--- config.mk ---
export PLATFORM = sky130hd
export DESIGN_NAME = prog_equalizer
export DESIGN_NICKNAME = d
export VERILOG_FILES = /design/src/prog_equalizer_pkg.sv /design/src/prog_equalizer.sv
export SDC_FILE = /design/constraint.sdc
export NUM_CORES = 2
export LEC_CHECK = 0
export BUFFER_PORTS_ARGS = -buffer_cell sky130_fd_sc_hd__buf_2
export CAP_MARGIN = 40
export CORE_MARGIN = 2
export CORE_UTILIZATION = 39
export CTS_BUF_LIST = sky130_fd_sc_hd__clkbuf_8
export CTS_CLUSTER_SIZE = 40
export DETAILED_ROUTE_END_ITERATION = 10
export SYNTH_ARGS = -nofsm -noshare
export SYNTH_HDL_FRONTEND = slang
export SYNTH_SLANG_ARGS = --single-unit
--- constraint.sdc ---
create_clock -name i_core_clk -period 5.9 [get_ports i_core_clk]
set_clock_uncertainty 0.05 [all_clocks]
set_input_delay 0.59 -clock i_core_clk [delete_from_list [all_inputs] [get_ports i_core_clk]]
set_output_delay 0.59 -clock i_core_clk [all_outputs]
set_load 0.01 [all_outputs]
--- src/prog_equalizer_pkg.sv ---
package prog_equalizer_pkg;
	// widths of the register port and of the sample path
	localparam int ADDR_W = 12;
	localparam int DATA_W = 24;
	localparam int SAMPLE_W = 12;
	localparam int SIDE_W = 12;
	localparam int CENTER_W = 18;
	localparam int NUM_TAPS = 9;
	localparam int NUM_SIDE_LOW = 4;
	localparam int NUM_SIDE_HIGH = 4;
	localparam int CENTER_IDX = 4;
	localparam int FRAC_BITS = 16;
	localparam int ACC_W = 34;

	// register offsets
	localparam logic [ADDR_W-1:0] CFG_ADDR = 12'h400;
	localparam logic [ADDR_W-1:0] STATUS_ADDR = 12'h402;
	localparam logic [ADDR_W-1:0] TAP1_ADDR = 12'h418;
	localparam logic [ADDR_W-1:0] TAP2_ADDR = 12'h41a;
	localparam logic [ADDR_W-1:0] TAP3_ADDR = 12'h41c;
	localparam logic [ADDR_W-1:0] TAP4_ADDR = 12'h41e;
	localparam logic [ADDR_W-1:0] CENTER_ADDR = 12'h420;

	// configuration field layout
	localparam int MODE_LSB = 0;
	localparam int MODE_MSB = 1;
	localparam int SCW_LSB = 2;
	localparam int SCW_MSB = 4;
	localparam int MERGE_BIT = 5;

	// status field layout
	localparam int STAT_ACTIVE_BIT = 0;
	localparam int STAT_MERGED_BIT = 1;
	localparam int STAT_LINK_BIT = 2;

	// field values and reset values
	localparam logic [1:0] MODE_BYPASS = 2'h0;
	localparam logic [1:0] MODE_ENABLE = 2'h2;
	localparam logic [2:0] SCW_MAX = 3'h6;
	localparam logic [2:0] SCW_RESET = 3'h0;
	localparam logic [SIDE_W-1:0] SIDE_RESET = 12'h000;
	localparam logic [CENTER_W-1:0] CENTER_RESET = 18'h00000;
	localparam logic [DATA_W-1:0] RDATA_RESET = 24'h000000;

	// one sample with its strobe
	typedef struct packed {
		logic valid;
		logic signed [SAMPLE_W-1:0] data;
	} sample_s;

	// coefficients of taps six to nine, kept by the neighbouring block
	typedef struct packed {
		logic [NUM_SIDE_HIGH-1:0][SIDE_W-1:0] coeff;
	} upper_taps_s;
endpackage

--- src/prog_equalizer.sv ---
// The plain strobed port was decided locally.
`timescale 1ns/1ps
module prog_equalizer (
	// clock and reset
	input wire logic i_core_clk,
	input wire logic i_arst_n,
	// register port
	input wire logic [prog_equalizer_pkg::ADDR_W-1:0] i_addr,
	input wire logic [prog_equalizer_pkg::DATA_W-1:0] i_wdata,
	input wire logic i_wr,
	input wire logic i_rd,
	output logic [prog_equalizer_pkg::DATA_W-1:0] o_rdata,
	// neighbouring configuration
	input wire logic i_link_output_enable,
	input wire prog_equalizer_pkg::upper_taps_s i_upper_taps,
	// sample streams
	input wire prog_equalizer_pkg::sample_s i_chan_a,
	input wire prog_equalizer_pkg::sample_s i_single,
	output prog_equalizer_pkg::sample_s o_sample,
	// status
	output logic o_active,
	output logic o_merged
);
	// reset release through two flops
	logic rst_meta_n;
	logic rst_n;

	// register state
	logic [1:0] mode;
	logic [2:0] side_weight;
	logic merge;
	logic [prog_equalizer_pkg::NUM_SIDE_LOW-1:0][prog_equalizer_pkg::SIDE_W-1:0]
		low_coeff;
	logic [prog_equalizer_pkg::CENTER_W-1:0] center_coeff;
	logic [prog_equalizer_pkg::DATA_W-1:0] rdata;
	logic [1:0] next_mode;
	logic [2:0] next_side_weight;
	logic next_merge;
	logic [prog_equalizer_pkg::NUM_SIDE_LOW-1:0][prog_equalizer_pkg::SIDE_W-1:0]
		next_low_coeff;
	logic [prog_equalizer_pkg::CENTER_W-1:0] next_center_coeff;
	logic [prog_equalizer_pkg::DATA_W-1:0] next_rdata;

	// sample path state
	logic [prog_equalizer_pkg::NUM_TAPS-1:0][prog_equalizer_pkg::SAMPLE_W-1:0]
		line;
	logic [prog_equalizer_pkg::NUM_TAPS-1:0][prog_equalizer_pkg::SAMPLE_W-1:0]
		next_line;
	prog_equalizer_pkg::sample_s out_q;
	prog_equalizer_pkg::sample_s next_out;
	prog_equalizer_pkg::sample_s src;
	logic [prog_equalizer_pkg::NUM_TAPS-1:0][prog_equalizer_pkg::SIDE_W-1:0]
		side_coeff;
	logic signed [prog_equalizer_pkg::ACC_W-1:0] acc;
	logic signed [prog_equalizer_pkg::ACC_W-1:0] scaled;
	logic filter_on;

	// async assert, clocked release
	always_ff @(posedge i_core_clk or negedge i_arst_n) begin
		if (!i_arst_n) begin
			rst_meta_n <= 1'b0;
			rst_n <= 1'b0;
		end else begin
			rst_meta_n <= 1'b1;
			rst_n <= rst_meta_n;
		end
	end

	// register writes and read data; the link enable is not checked here,
	// software is trusted to quiesce the link first
	always_comb begin
		next_mode = mode;
		next_side_weight = side_weight;
		next_merge = merge;
		next_low_coeff = low_coeff;
		next_center_coeff = center_coeff;
		next_rdata = prog_equalizer_pkg::RDATA_RESET;
		if (i_wr) begin
			case (i_addr)
				prog_equalizer_pkg::CFG_ADDR: begin
					next_mode = i_wdata[prog_equalizer_pkg::MODE_MSB:
						prog_equalizer_pkg::MODE_LSB];
					// out-of-range weights clamp, never wrap
					if (i_wdata[prog_equalizer_pkg::SCW_MSB:
						prog_equalizer_pkg::SCW_LSB] >
						prog_equalizer_pkg::SCW_MAX) begin
						next_side_weight = prog_equalizer_pkg::SCW_MAX;
					end else begin
						next_side_weight = i_wdata[prog_equalizer_pkg::SCW_MSB:
							prog_equalizer_pkg::SCW_LSB];
					end
					next_merge = i_wdata[prog_equalizer_pkg::MERGE_BIT];
				end
				// ascending registers land on ascending taps
				prog_equalizer_pkg::TAP1_ADDR: begin
					next_low_coeff[0] = i_wdata[prog_equalizer_pkg::SIDE_W-1:0];
				end
				prog_equalizer_pkg::TAP2_ADDR: begin
					next_low_coeff[1] = i_wdata[prog_equalizer_pkg::SIDE_W-1:0];
				end
				prog_equalizer_pkg::TAP3_ADDR: begin
					next_low_coeff[2] = i_wdata[prog_equalizer_pkg::SIDE_W-1:0];
				end
				prog_equalizer_pkg::TAP4_ADDR: begin
					next_low_coeff[3] = i_wdata[prog_equalizer_pkg::SIDE_W-1:0];
				end
				prog_equalizer_pkg::CENTER_ADDR: begin
					next_center_coeff =
						i_wdata[prog_equalizer_pkg::CENTER_W-1:0];
				end
				default: begin
				end
			endcase
		end
		if (i_rd) begin
			case (i_addr)
				prog_equalizer_pkg::CFG_ADDR: begin
					next_rdata[prog_equalizer_pkg::MODE_MSB:
						prog_equalizer_pkg::MODE_LSB] = mode;
					next_rdata[prog_equalizer_pkg::SCW_MSB:
						prog_equalizer_pkg::SCW_LSB] = side_weight;
					next_rdata[prog_equalizer_pkg::MERGE_BIT] = merge;
				end
				prog_equalizer_pkg::STATUS_ADDR: begin
					next_rdata[prog_equalizer_pkg::STAT_ACTIVE_BIT] = filter_on;
					next_rdata[prog_equalizer_pkg::STAT_MERGED_BIT] = merge;
					next_rdata[prog_equalizer_pkg::STAT_LINK_BIT] =
						i_link_output_enable;
				end
				// reserved upper bits stay zero
				prog_equalizer_pkg::TAP1_ADDR: begin
					next_rdata[prog_equalizer_pkg::SIDE_W-1:0] = low_coeff[0];
				end
				prog_equalizer_pkg::TAP2_ADDR: begin
					next_rdata[prog_equalizer_pkg::SIDE_W-1:0] = low_coeff[1];
				end
				prog_equalizer_pkg::TAP3_ADDR: begin
					next_rdata[prog_equalizer_pkg::SIDE_W-1:0] = low_coeff[2];
				end
				prog_equalizer_pkg::TAP4_ADDR: begin
					next_rdata[prog_equalizer_pkg::SIDE_W-1:0] = low_coeff[3];
				end
				prog_equalizer_pkg::CENTER_ADDR: begin
					next_rdata[prog_equalizer_pkg::CENTER_W-1:0] =
						center_coeff;
				end
				default: begin
				end
			endcase
		end
	end

	// register state flops
	always_ff @(posedge i_core_clk or negedge rst_n) begin
		if (!rst_n) begin
			mode <= prog_equalizer_pkg::MODE_BYPASS;
			side_weight <= prog_equalizer_pkg::SCW_RESET;
			merge <= 1'b0;
			low_coeff <= '{default: prog_equalizer_pkg::SIDE_RESET};
			center_coeff <= prog_equalizer_pkg::CENTER_RESET;
			rdata <= prog_equalizer_pkg::RDATA_RESET;
		end else begin
			mode <= next_mode;
			side_weight <= next_side_weight;
			merge <= next_merge;
			low_coeff <= next_low_coeff;
			center_coeff <= next_center_coeff;
			rdata <= next_rdata;
		end
	end

	// reserved modes behave as bypass, the safe choice
	assign filter_on = (mode == prog_equalizer_pkg::MODE_ENABLE);
	// merged filter takes the single stream instead of channel A
	assign src = merge ? i_single : i_chan_a;

	// tap order: low registers, center slot, then the upper taps
	always_comb begin
		side_coeff = '0;
		for (int i = 0; i < prog_equalizer_pkg::NUM_SIDE_LOW; i++) begin
			side_coeff[i] = low_coeff[i];
		end
		for (int i = 0; i < prog_equalizer_pkg::NUM_SIDE_HIGH; i++) begin
			side_coeff[prog_equalizer_pkg::CENTER_IDX + 1 + i] =
				i_upper_taps.coeff[i];
		end
	end

	// delay line, newest sample on tap one; products summed in units of
	// 2^-16, so the side weight is only a left shift
	always_comb begin
		next_line = line;
		next_out = out_q;
		next_out.valid = 1'b0;
		acc = '0;
		scaled = '0;
		if (src.valid) begin
			next_line[0] = src.data;
			for (int i = 1; i < prog_equalizer_pkg::NUM_TAPS; i++) begin
				next_line[i] = line[i-1];
			end
		end
		for (int i = 0; i < prog_equalizer_pkg::NUM_TAPS; i++) begin
			if (i == prog_equalizer_pkg::CENTER_IDX) begin
				acc = acc + prog_equalizer_pkg::ACC_W'(
					$signed(next_line[i]) * $signed(center_coeff));
			end else begin
				acc = acc + (prog_equalizer_pkg::ACC_W'(
					$signed(next_line[i]) * $signed(side_coeff[i]))
					<<< side_weight);
			end
		end
		scaled = acc >>> prog_equalizer_pkg::FRAC_BITS;
		// rails taken as signed; an unsigned bound would clip negative sums
		if (src.valid) begin
			next_out.valid = 1'b1;
			if (!filter_on) begin
				next_out.data = src.data;
			end else if (scaled > $signed(prog_equalizer_pkg::ACC_W'(
				{1'b0, {(prog_equalizer_pkg::SAMPLE_W-1){1'b1}}}))) begin
				// saturate rather than wrap on overload
				next_out.data = {1'b0, {(prog_equalizer_pkg::SAMPLE_W-1){1'b1}}};
			end else if (scaled < $signed(-prog_equalizer_pkg::ACC_W'(
				{1'b1, {(prog_equalizer_pkg::SAMPLE_W-1){1'b0}}}))) begin
				next_out.data = {1'b1, {(prog_equalizer_pkg::SAMPLE_W-1){1'b0}}};
			end else begin
				next_out.data = scaled[prog_equalizer_pkg::SAMPLE_W-1:0];
			end
		end
	end

	// sample path flops
	always_ff @(posedge i_core_clk or negedge rst_n) begin
		if (!rst_n) begin
			line <= '0;
			out_q <= '0;
		end else begin
			line <= next_line;
			out_q <= next_out;
		end
	end

	// outputs
	assign o_rdata = rdata;
	assign o_sample = out_q;
	assign o_active = filter_on;
	assign o_merged = merge;

	// checks
	AST_LOW_RESERVED_ZERO: assert property (@(posedge i_core_clk)
		disable iff (!rst_n) (i_rd && i_addr >= prog_equalizer_pkg::TAP1_ADDR
		&& i_addr <= prog_equalizer_pkg::TAP4_ADDR)
		|=> o_rdata[prog_equalizer_pkg::DATA_W-1:prog_equalizer_pkg::SIDE_W]
		== '0)
		else $error("reserved coefficient bits not zero");
	AST_CENTER_RESERVED_ZERO: assert property (@(posedge i_core_clk)
		disable iff (!rst_n) (i_rd && i_addr == prog_equalizer_pkg::CENTER_ADDR)
		|=> o_rdata[prog_equalizer_pkg::DATA_W-1:prog_equalizer_pkg::CENTER_W]
		== '0)
		else $error("reserved center bits not zero");
	AST_TAP2_WRITE_READ: assert property (@(posedge i_core_clk)
		disable iff (!rst_n) (i_wr && i_addr == prog_equalizer_pkg::TAP2_ADDR)
		##1 (i_rd && i_addr == prog_equalizer_pkg::TAP2_ADDR && !i_wr)
		|=> o_rdata[prog_equalizer_pkg::SIDE_W-1:0]
		== $past(i_wdata[prog_equalizer_pkg::SIDE_W-1:0], 2))
		else $error("tap two readback differs from write");
	AST_CENTER_WRITE_READ: assert property (@(posedge i_core_clk)
		disable iff (!rst_n) (i_wr && i_addr == prog_equalizer_pkg::CENTER_ADDR)
		##1 (i_rd && i_addr == prog_equalizer_pkg::CENTER_ADDR && !i_wr)
		|=> o_rdata[prog_equalizer_pkg::CENTER_W-1:0]
		== $past(i_wdata[prog_equalizer_pkg::CENTER_W-1:0], 2))
		else $error("center readback differs from write");
	AST_BYPASS_PASS: assert property (@(posedge i_core_clk)
		disable iff (!rst_n) (!filter_on && src.valid)
		|=> o_sample.valid && o_sample.data == $past(src.data))
		else $error("bypass does not pass the sample");
	AST_SIDE_WEIGHT_RANGE: assert property (@(posedge i_core_clk)
		disable iff (!rst_n) side_weight <= prog_equalizer_pkg::SCW_MAX)
		else $error("side weight out of range");
	AST_MERGE_SOURCE: assert property (@(posedge i_core_clk)
		disable iff (!rst_n) (merge && i_single.valid)
		|=> line[0] == $past(i_single.data))
		else $error("merged stream not taken");
	AST_DUAL_SOURCE: assert property (@(posedge i_core_clk)
		disable iff (!rst_n) (!merge && i_chan_a.valid)
		|=> line[0] == $past(i_chan_a.data))
		else $error("channel A stream not taken");
	AST_LINE_SHIFT: assert property (@(posedge i_core_clk)
		disable iff (!rst_n) src.valid
		|=> line[prog_equalizer_pkg::CENTER_IDX]
		== $past(line[prog_equalizer_pkg::CENTER_IDX-1]))
		else $error("delay line did not shift");
	AST_OUT_LATENCY: assert property (@(posedge i_core_clk)
		disable iff (!rst_n) o_sample.valid == $past(src.valid))
		else $error("output strobe not one cycle after input");
	COV_ENABLED_OUT: cover property (@(posedge i_core_clk)
		disable iff (!rst_n) filter_on && o_sample.valid);
	COV_MERGED_OUT: cover property (@(posedge i_core_clk)
		disable iff (!rst_n) merge && filter_on && o_sample.valid);
	COV_MAX_WEIGHT: cover property (@(posedge i_core_clk)
		disable iff (!rst_n) side_weight == prog_equalizer_pkg::SCW_MAX
		&& o_sample.valid);
endmodule

==> Word-level counts from Yosys, hierarchy flattened <==
Index checks and enable logic that the tools add are counted.
{ "totals": {"elab_cells": 76, "out_inout_bits": 39, "reg_bits": 213} }
{ "op_classes": {"reduce_logical": 6, "mux": 12, "n_addsub": 8, "mul": 9, "n_eq_ne": 8, "shift": 8, "magnitude_cmp": 3} }
{ "op_table": {"columns": ["op", "count"], "rows": [
  ["$sshl A24 B3 Y34", 8],
  ["$add A34 B34 Y34", 7],
  ["$mul A12 B12 Y24", 8],
  ["$mux W108", 1],
  ["$eq A12 B11 Y1 const B", 7],
  ["$mux W12", 3],
  ["$add A34 B30 Y34", 1],
  ["$mul A12 B18 Y30", 1],
  ["$pmux W6 S5", 1],
  ["$mux W13", 2],
  ["$pmux W3 S7", 1],
  ["$gt A18 B12 Y1 const B", 1],
  ["$lt A18 B12 Y1 const B", 1],
  ["$mux W18", 1],
  ["$pmux W3 S6", 1],
  ["$reduce_and A2 Y1", 6],
  ["$mux W6", 1],
  ["$gt A3 B3 Y1 const B", 1],
  ["$mux W3", 1],
  ["$eq A2 B2 Y1 const B", 1]
]} }

==> Longest topological paths before layout <==
{ "depth": {"ltp_word": 17, "mapped_depth": 59, "depth_no_buf": 52} }

==> Worst setup path after synthesis <==
No wires, ideal clock.
{ "synth_timing": {"kind": "reg2reg", "start": "register merge, in the netlist o_merged", "end": "register out_q (netlist bit o_sample[10])", "n_path_buf": 6, "required_time_ps": 5726, "t_arrival_ps": 13112, "stages_incl_launch_ff": 51, "synth_period_minus_slack_ps": 13286, "setup_slack_ps": -7386, "setup_time_ps": 124, "cell_sequence": "dfrtp_1 -> buf_2 -> mux2i_4 -> clkinv_1 -> clkbuf_1 -> clkbuf_1 -> a21oi_1 -> clkbuf_1 -> nand2_1 -> fa_1 -> inv_1 -> fa_1 -> fa_1 -> fa_1 -> fa_1 -> ha_1 -> a21o_1 -> a211oi_1 -> (+15 left out) -> fa_1 -> fa_1 -> inv_1 -> fa_1 -> inv_1 -> ha_1 -> buf_2 -> a21oi_1 -> o21ai_1 -> a311o_1 -> o2bb2ai_1 -> a31o_2 -> or2_1 -> xnor2_1 -> or3b_1 -> a21oi_1 -> buf_4 -> a21oi_1"} }
{ "synth_rtl": {"columns": ["element", "line", "rtl"], "rows": [
  ["start: declaration", "prog_equalizer.sv:31", "logic merge;"],
  ["start signal: assignment", "prog_equalizer.sv:165", "merge <= next_merge;"],
  ["end signal: assignment", "prog_equalizer.sv:239", "out_q <= next_out;"],
  ["end: declaration", "prog_equalizer.sv:49", "prog_equalizer_pkg::sample_s out_q;"]
]} }

==> Final worst setup path <==
{ "layout_timing": {"start": "register merge, in the netlist o_merged", "end": "register out_q (netlist bit o_sample[1])"} }
{ "layout_between": {"elab_chain_cells": 16} }
{ "layout_lines": {"columns": ["element", "line", "rtl"], "rows": [
  ["$mux W13 *", "prog_equalizer.sv:175", "assign src = merge ? i_single : i_chan_a;"],
  ["$mux W108", "prog_equalizer.sv:197", "if (src.valid) begin"],
  ["$mul A12 B12 Y24", "prog_equalizer.sv:209", "$signed(next_line[i]) * $signed(side_coeff[i]))"],
  ["$sshl A24 B3 Y34", "prog_equalizer.sv:208", "acc = acc + (prog_equalizer_pkg::ACC_W'("],
  ["$add A34 B34 Y34 (3 in a row)", "prog_equalizer.sv:208", null],
  ["$add A34 B30 Y34", "prog_equalizer.sv:205", "acc = acc + prog_equalizer_pkg::ACC_W'("],
  ["$add A34 B34 Y34 (4 in a row)", "prog_equalizer.sv:208", null],
  ["$lt A18 B12 Y1", "prog_equalizer.sv:223", "end else if (scaled < $signed(-prog_equalizer_pkg::ACC_W'("],
  ["$mux W12", "prog_equalizer.sv:223", null],
  ["$mux W12", "prog_equalizer.sv:219", "end else if (scaled > $signed(prog_equalizer_pkg::ACC_W'("],
  ["$mux W12", "prog_equalizer.sv:217", "if (!filter_on) begin"]
]} }
Mark *: on every way between the ends. The rest lies on a longest branch, timed or not.
A chain may end at the register's enable or synchronous reset.

==> results.py <==
metrics = {
    "outcome": {
        "status": "complete, but fails checks",
        "violations": "setup timing",
    },
    "drt": {
        "drtPass1Iterations": 6,
        "via_count": 60869,
        "vias_per_cell": 5.003,
        "drc": 0,
        "wl_per_cell_um": 19.84,
        "drt-initial-drc-count": 3657,
        "antenna_left": 0,
        "wirelength_um": 241300,
    },
    "sta": {
        "period_share": 2.240,
        "setup_viol": 12,
        "fmax_mhz": 75.67,
        "rsz0062_at_grt": "yes",
        "maxSlewHeadroom": 0.4748,
        "final_max_slew_viol_count": 0,
        "tns_ns": -87.41,
        "hold_viol": 0,
        "tightest_slew_ns": 0.7848,
        "final.setup.worst_slack_ns": -7.316,
        "post-route-min-period_ns": 13.22,
    },
    "setup_path": {
        "crit_path_max_fanout": 8,
        "reg2regPathDepth": 54,
        "slowest_delay_ns": 0.61,
        "critPathSlowestCell": "fa_2",
        "crit_path_end_kind": "flop",
        "crit_top_cell": "fa_1",
        "critical_path_required_ns": 6.45,
        "worstSetupStartpointType": "flop",
        "setup.worst_path.end": "o_sample[1]",
        "crit_start": "o_merged",
        "rr_endpoint": "o_sample[1]",
        "setup.worst_path.class": "flop to flop",
        "reg2reg_from": "o_merged",
        "ff2ff_setup_slack_ns": -7.32,
        "arrival_ns": 13.77,
    },
    "placed_design": {
        "dp.cells": 12006,
        "io_buffer_count": 141,
        "hpwl_um": 210500,
        "place_ws_ns": -7.928,
        "place_congestion": 0.9935,
    },
    "yosys": {
        "synth-seq-cells": 213,
        "synthTopCellsByArea": "fa_1 43%, inv_1 9.4%, ha_1 8.6%",
        "synth.yosys.warnings": 0,
        "ys_types": 94,
        "syn_inst": 8181,
        "synth.largest_area_cell": "fa_1",
        "synth_top_area_share": 0.4290,
        "netlist_area_um2": 72850,
        "synth_edf_count": 0,
        "yosys_most_used_dff": "dfrtp_1",
        "ys_seq_area_frac": 0.07317,
        "avgSynthCellArea_um2": 8.904,
        "synth_async_sr_flop_share": 1.000,
    },
    "grt": {
        "grt_max_degree": 64,
        "grt_use_total": 0.2576,
        "grt_pass1_vias": 66274,
        "antenna_found_initial": 4,
        "grt_first_pass_wirelength_um": 379200,
        "overflow": 0,
    },
    "floorplan": {
        "core_area_um2": 185400,
        "fp.dieArea_um2": 190300,
        "initial_core_util": 0.3928,
        "fp.dieW_um": 436.2,
        "rows": 158,
        "die_y_um": 436.2,
        "boundaryPins": 154,
    },
    "cells_and_area": {
        "layout_commonest_cell": "inv_1",
        "final_cell_mix": "1,793 x inv_1, 1,544 x buf_4, 1,524 x fa_1",
        "fillCellCount": 17707,
        "fin_cells": 12166,
        "areaGrowthSynthToFinish_pct": 25.84,
        "layout-drive-gt1-share": 0.2511,
        "fin_nets": 11826,
    },
    "hold_path": {
        "min_path_type": "input port to flop",
    },
    "clock_network": {
        "clk_latency_ns": 0.77,
        "cts.path.max_buffers": 3,
        "cts_tree": "done",
        "cts_max_level": 2,
        "numClockSinks": 213,
        "clkTransAtPathRegs_ns": 0.06,
        "cts_root_buffer": "clkbuf_8",
        "cts_buffers": 49,
    },
    "job": {
        "maxCapViolCount": 0,
    },
}
-- cell families (layout without fill, tap and decap cells) --
logic type | after synthesis | after routing | share of synthesized area
AOI/OAI and AO/OA | 795 | 795 | 0.07047
xor gates and xnor gates | 225 | 225 | 0.02716
adders and majority gates | 2063 | 2063 | 0.5152
buffers and inverters | 2197 | 3695 | 0.1140
DFF | 213 | 213 | 0.07317
muxes | 380 | 380 | 0.05835
other | 2 | 9 | 0.0001031
and+or+nand+nor | 2306 | 2306 | 0.1415
-- cells in the mapped netlist, drive strengths merged, types with 5 or more instances --
cell type / n
a21o: 82
nand3: 70
nor2: 254
nor3b: 6
o21bai: 33
clkbuf: 311
and3: 16
dfrtp: 213
ha: 502
nor4: 7
mux2: 154
a211oi: 27
mux2i: 207
o22ai: 25
nand3b: 5
o22a: 12
and4: 6
xnor2: 171
or3: 10
o211ai: 22
buf: 65
fa: 1561
a31o: 8
xor2: 54
a21bo: 5
and2: 402
inv: 1817
or2: 26
nand2: 1372
a31oi: 26
a21boi: 6
o211a: 10
o21ai: 185
a22oi: 17
o2bb2ai: 5
nand2b: 27
nor3: 37
a222oi: 5
o221ai: 6
o31ai: 10
nand4: 12
nor2b: 48
mux4: 19
a21oi: 235
o21a: 34
-- how the worst min path moves through the flow --
stage	endpoint	from	depth (start not counted)
3_5_place_dp	line[83]	rst_n	0
3_3_place_gp	line[83]	rst_n	0
6_report	center_coeff[15]	i_wdata[15]	2
2_1_floorplan	rst_meta_n	i_arst_n	0
5_1_grt	center_coeff[15]	i_wdata[15]	2
4_1_cts	center_coeff[15]	i_wdata[15]	2
-- worst max-delay path: cells and delay by family (launching register included) --
family,cells,cell delay [ns]
compound gates,10,1.81
flops,1,0.43
mux,3,0.64
fa+ha+maj,14,6.59
buf+inv,17,1.89
simple gates,8,1.25
xor+xnor,2,0.33
-- per-stage QoR --
step / util / hold WS (ns) / area, um^2
floorplan: - / 0.2444 / 73370
global placement: 0.4752 / 0.2566 / 88110
detailed placement: 0.4756 / 0.2549 / 88180
CTS: 0.4909 / 0.00003964 / 91040
global route: 0.4944 / 0.02704 / 91670
finish: 0.4944 / 0.05409 / 91670
-- registers in the layout (all words and copies together) (netlist names) --
register and flops:
center_coeff 18, line 108, low_coeff 48, mode 2, o_merged 1, o_rdata 18
o_sample 13, rst_meta_n 1, rst_n 1, side_weight 3
-- cell type report --
type	count	area [um^2]	share of cell area
flip-flops and latches	213	5345	0.05831
multi-input cells	5776	60950	0.6649
clock inverters	25	300.3	0.003276
repair inverters	1	16.27	0.0001774
inverters	1821	6860	0.07484
clock buffers	62	853.3	0.009308
well taps	2480	3103	0.03385
diodes	2	5.005	0.00005459
repair buffers	1786	14240	0.1553
-- metal layers --
metal	GRT usage	wire length (um)	up-vias	share of wire
met4	0.1021	11400	2	0.047
met3	0.03411	14560	399	0.060
met1	0.3345	99610	31047	0.41
met2	0.4347	115800	1763	0.48
met5	0	13	-	0.000054
li1	-	-	27658	-
-- timing repair --
action,in CTS,in global routing
hold buffers,4,0
buffers inserted,42,18
gates resized for setup,283,119
setup endpoints to repair,12,12
cloned,8,0
pin swaps,97,104
endpoints found under the hold margin,5,0
Power is not shown: default switching activity piles up to over one toggle a cycle in this logic, so the estimate is an artifact.
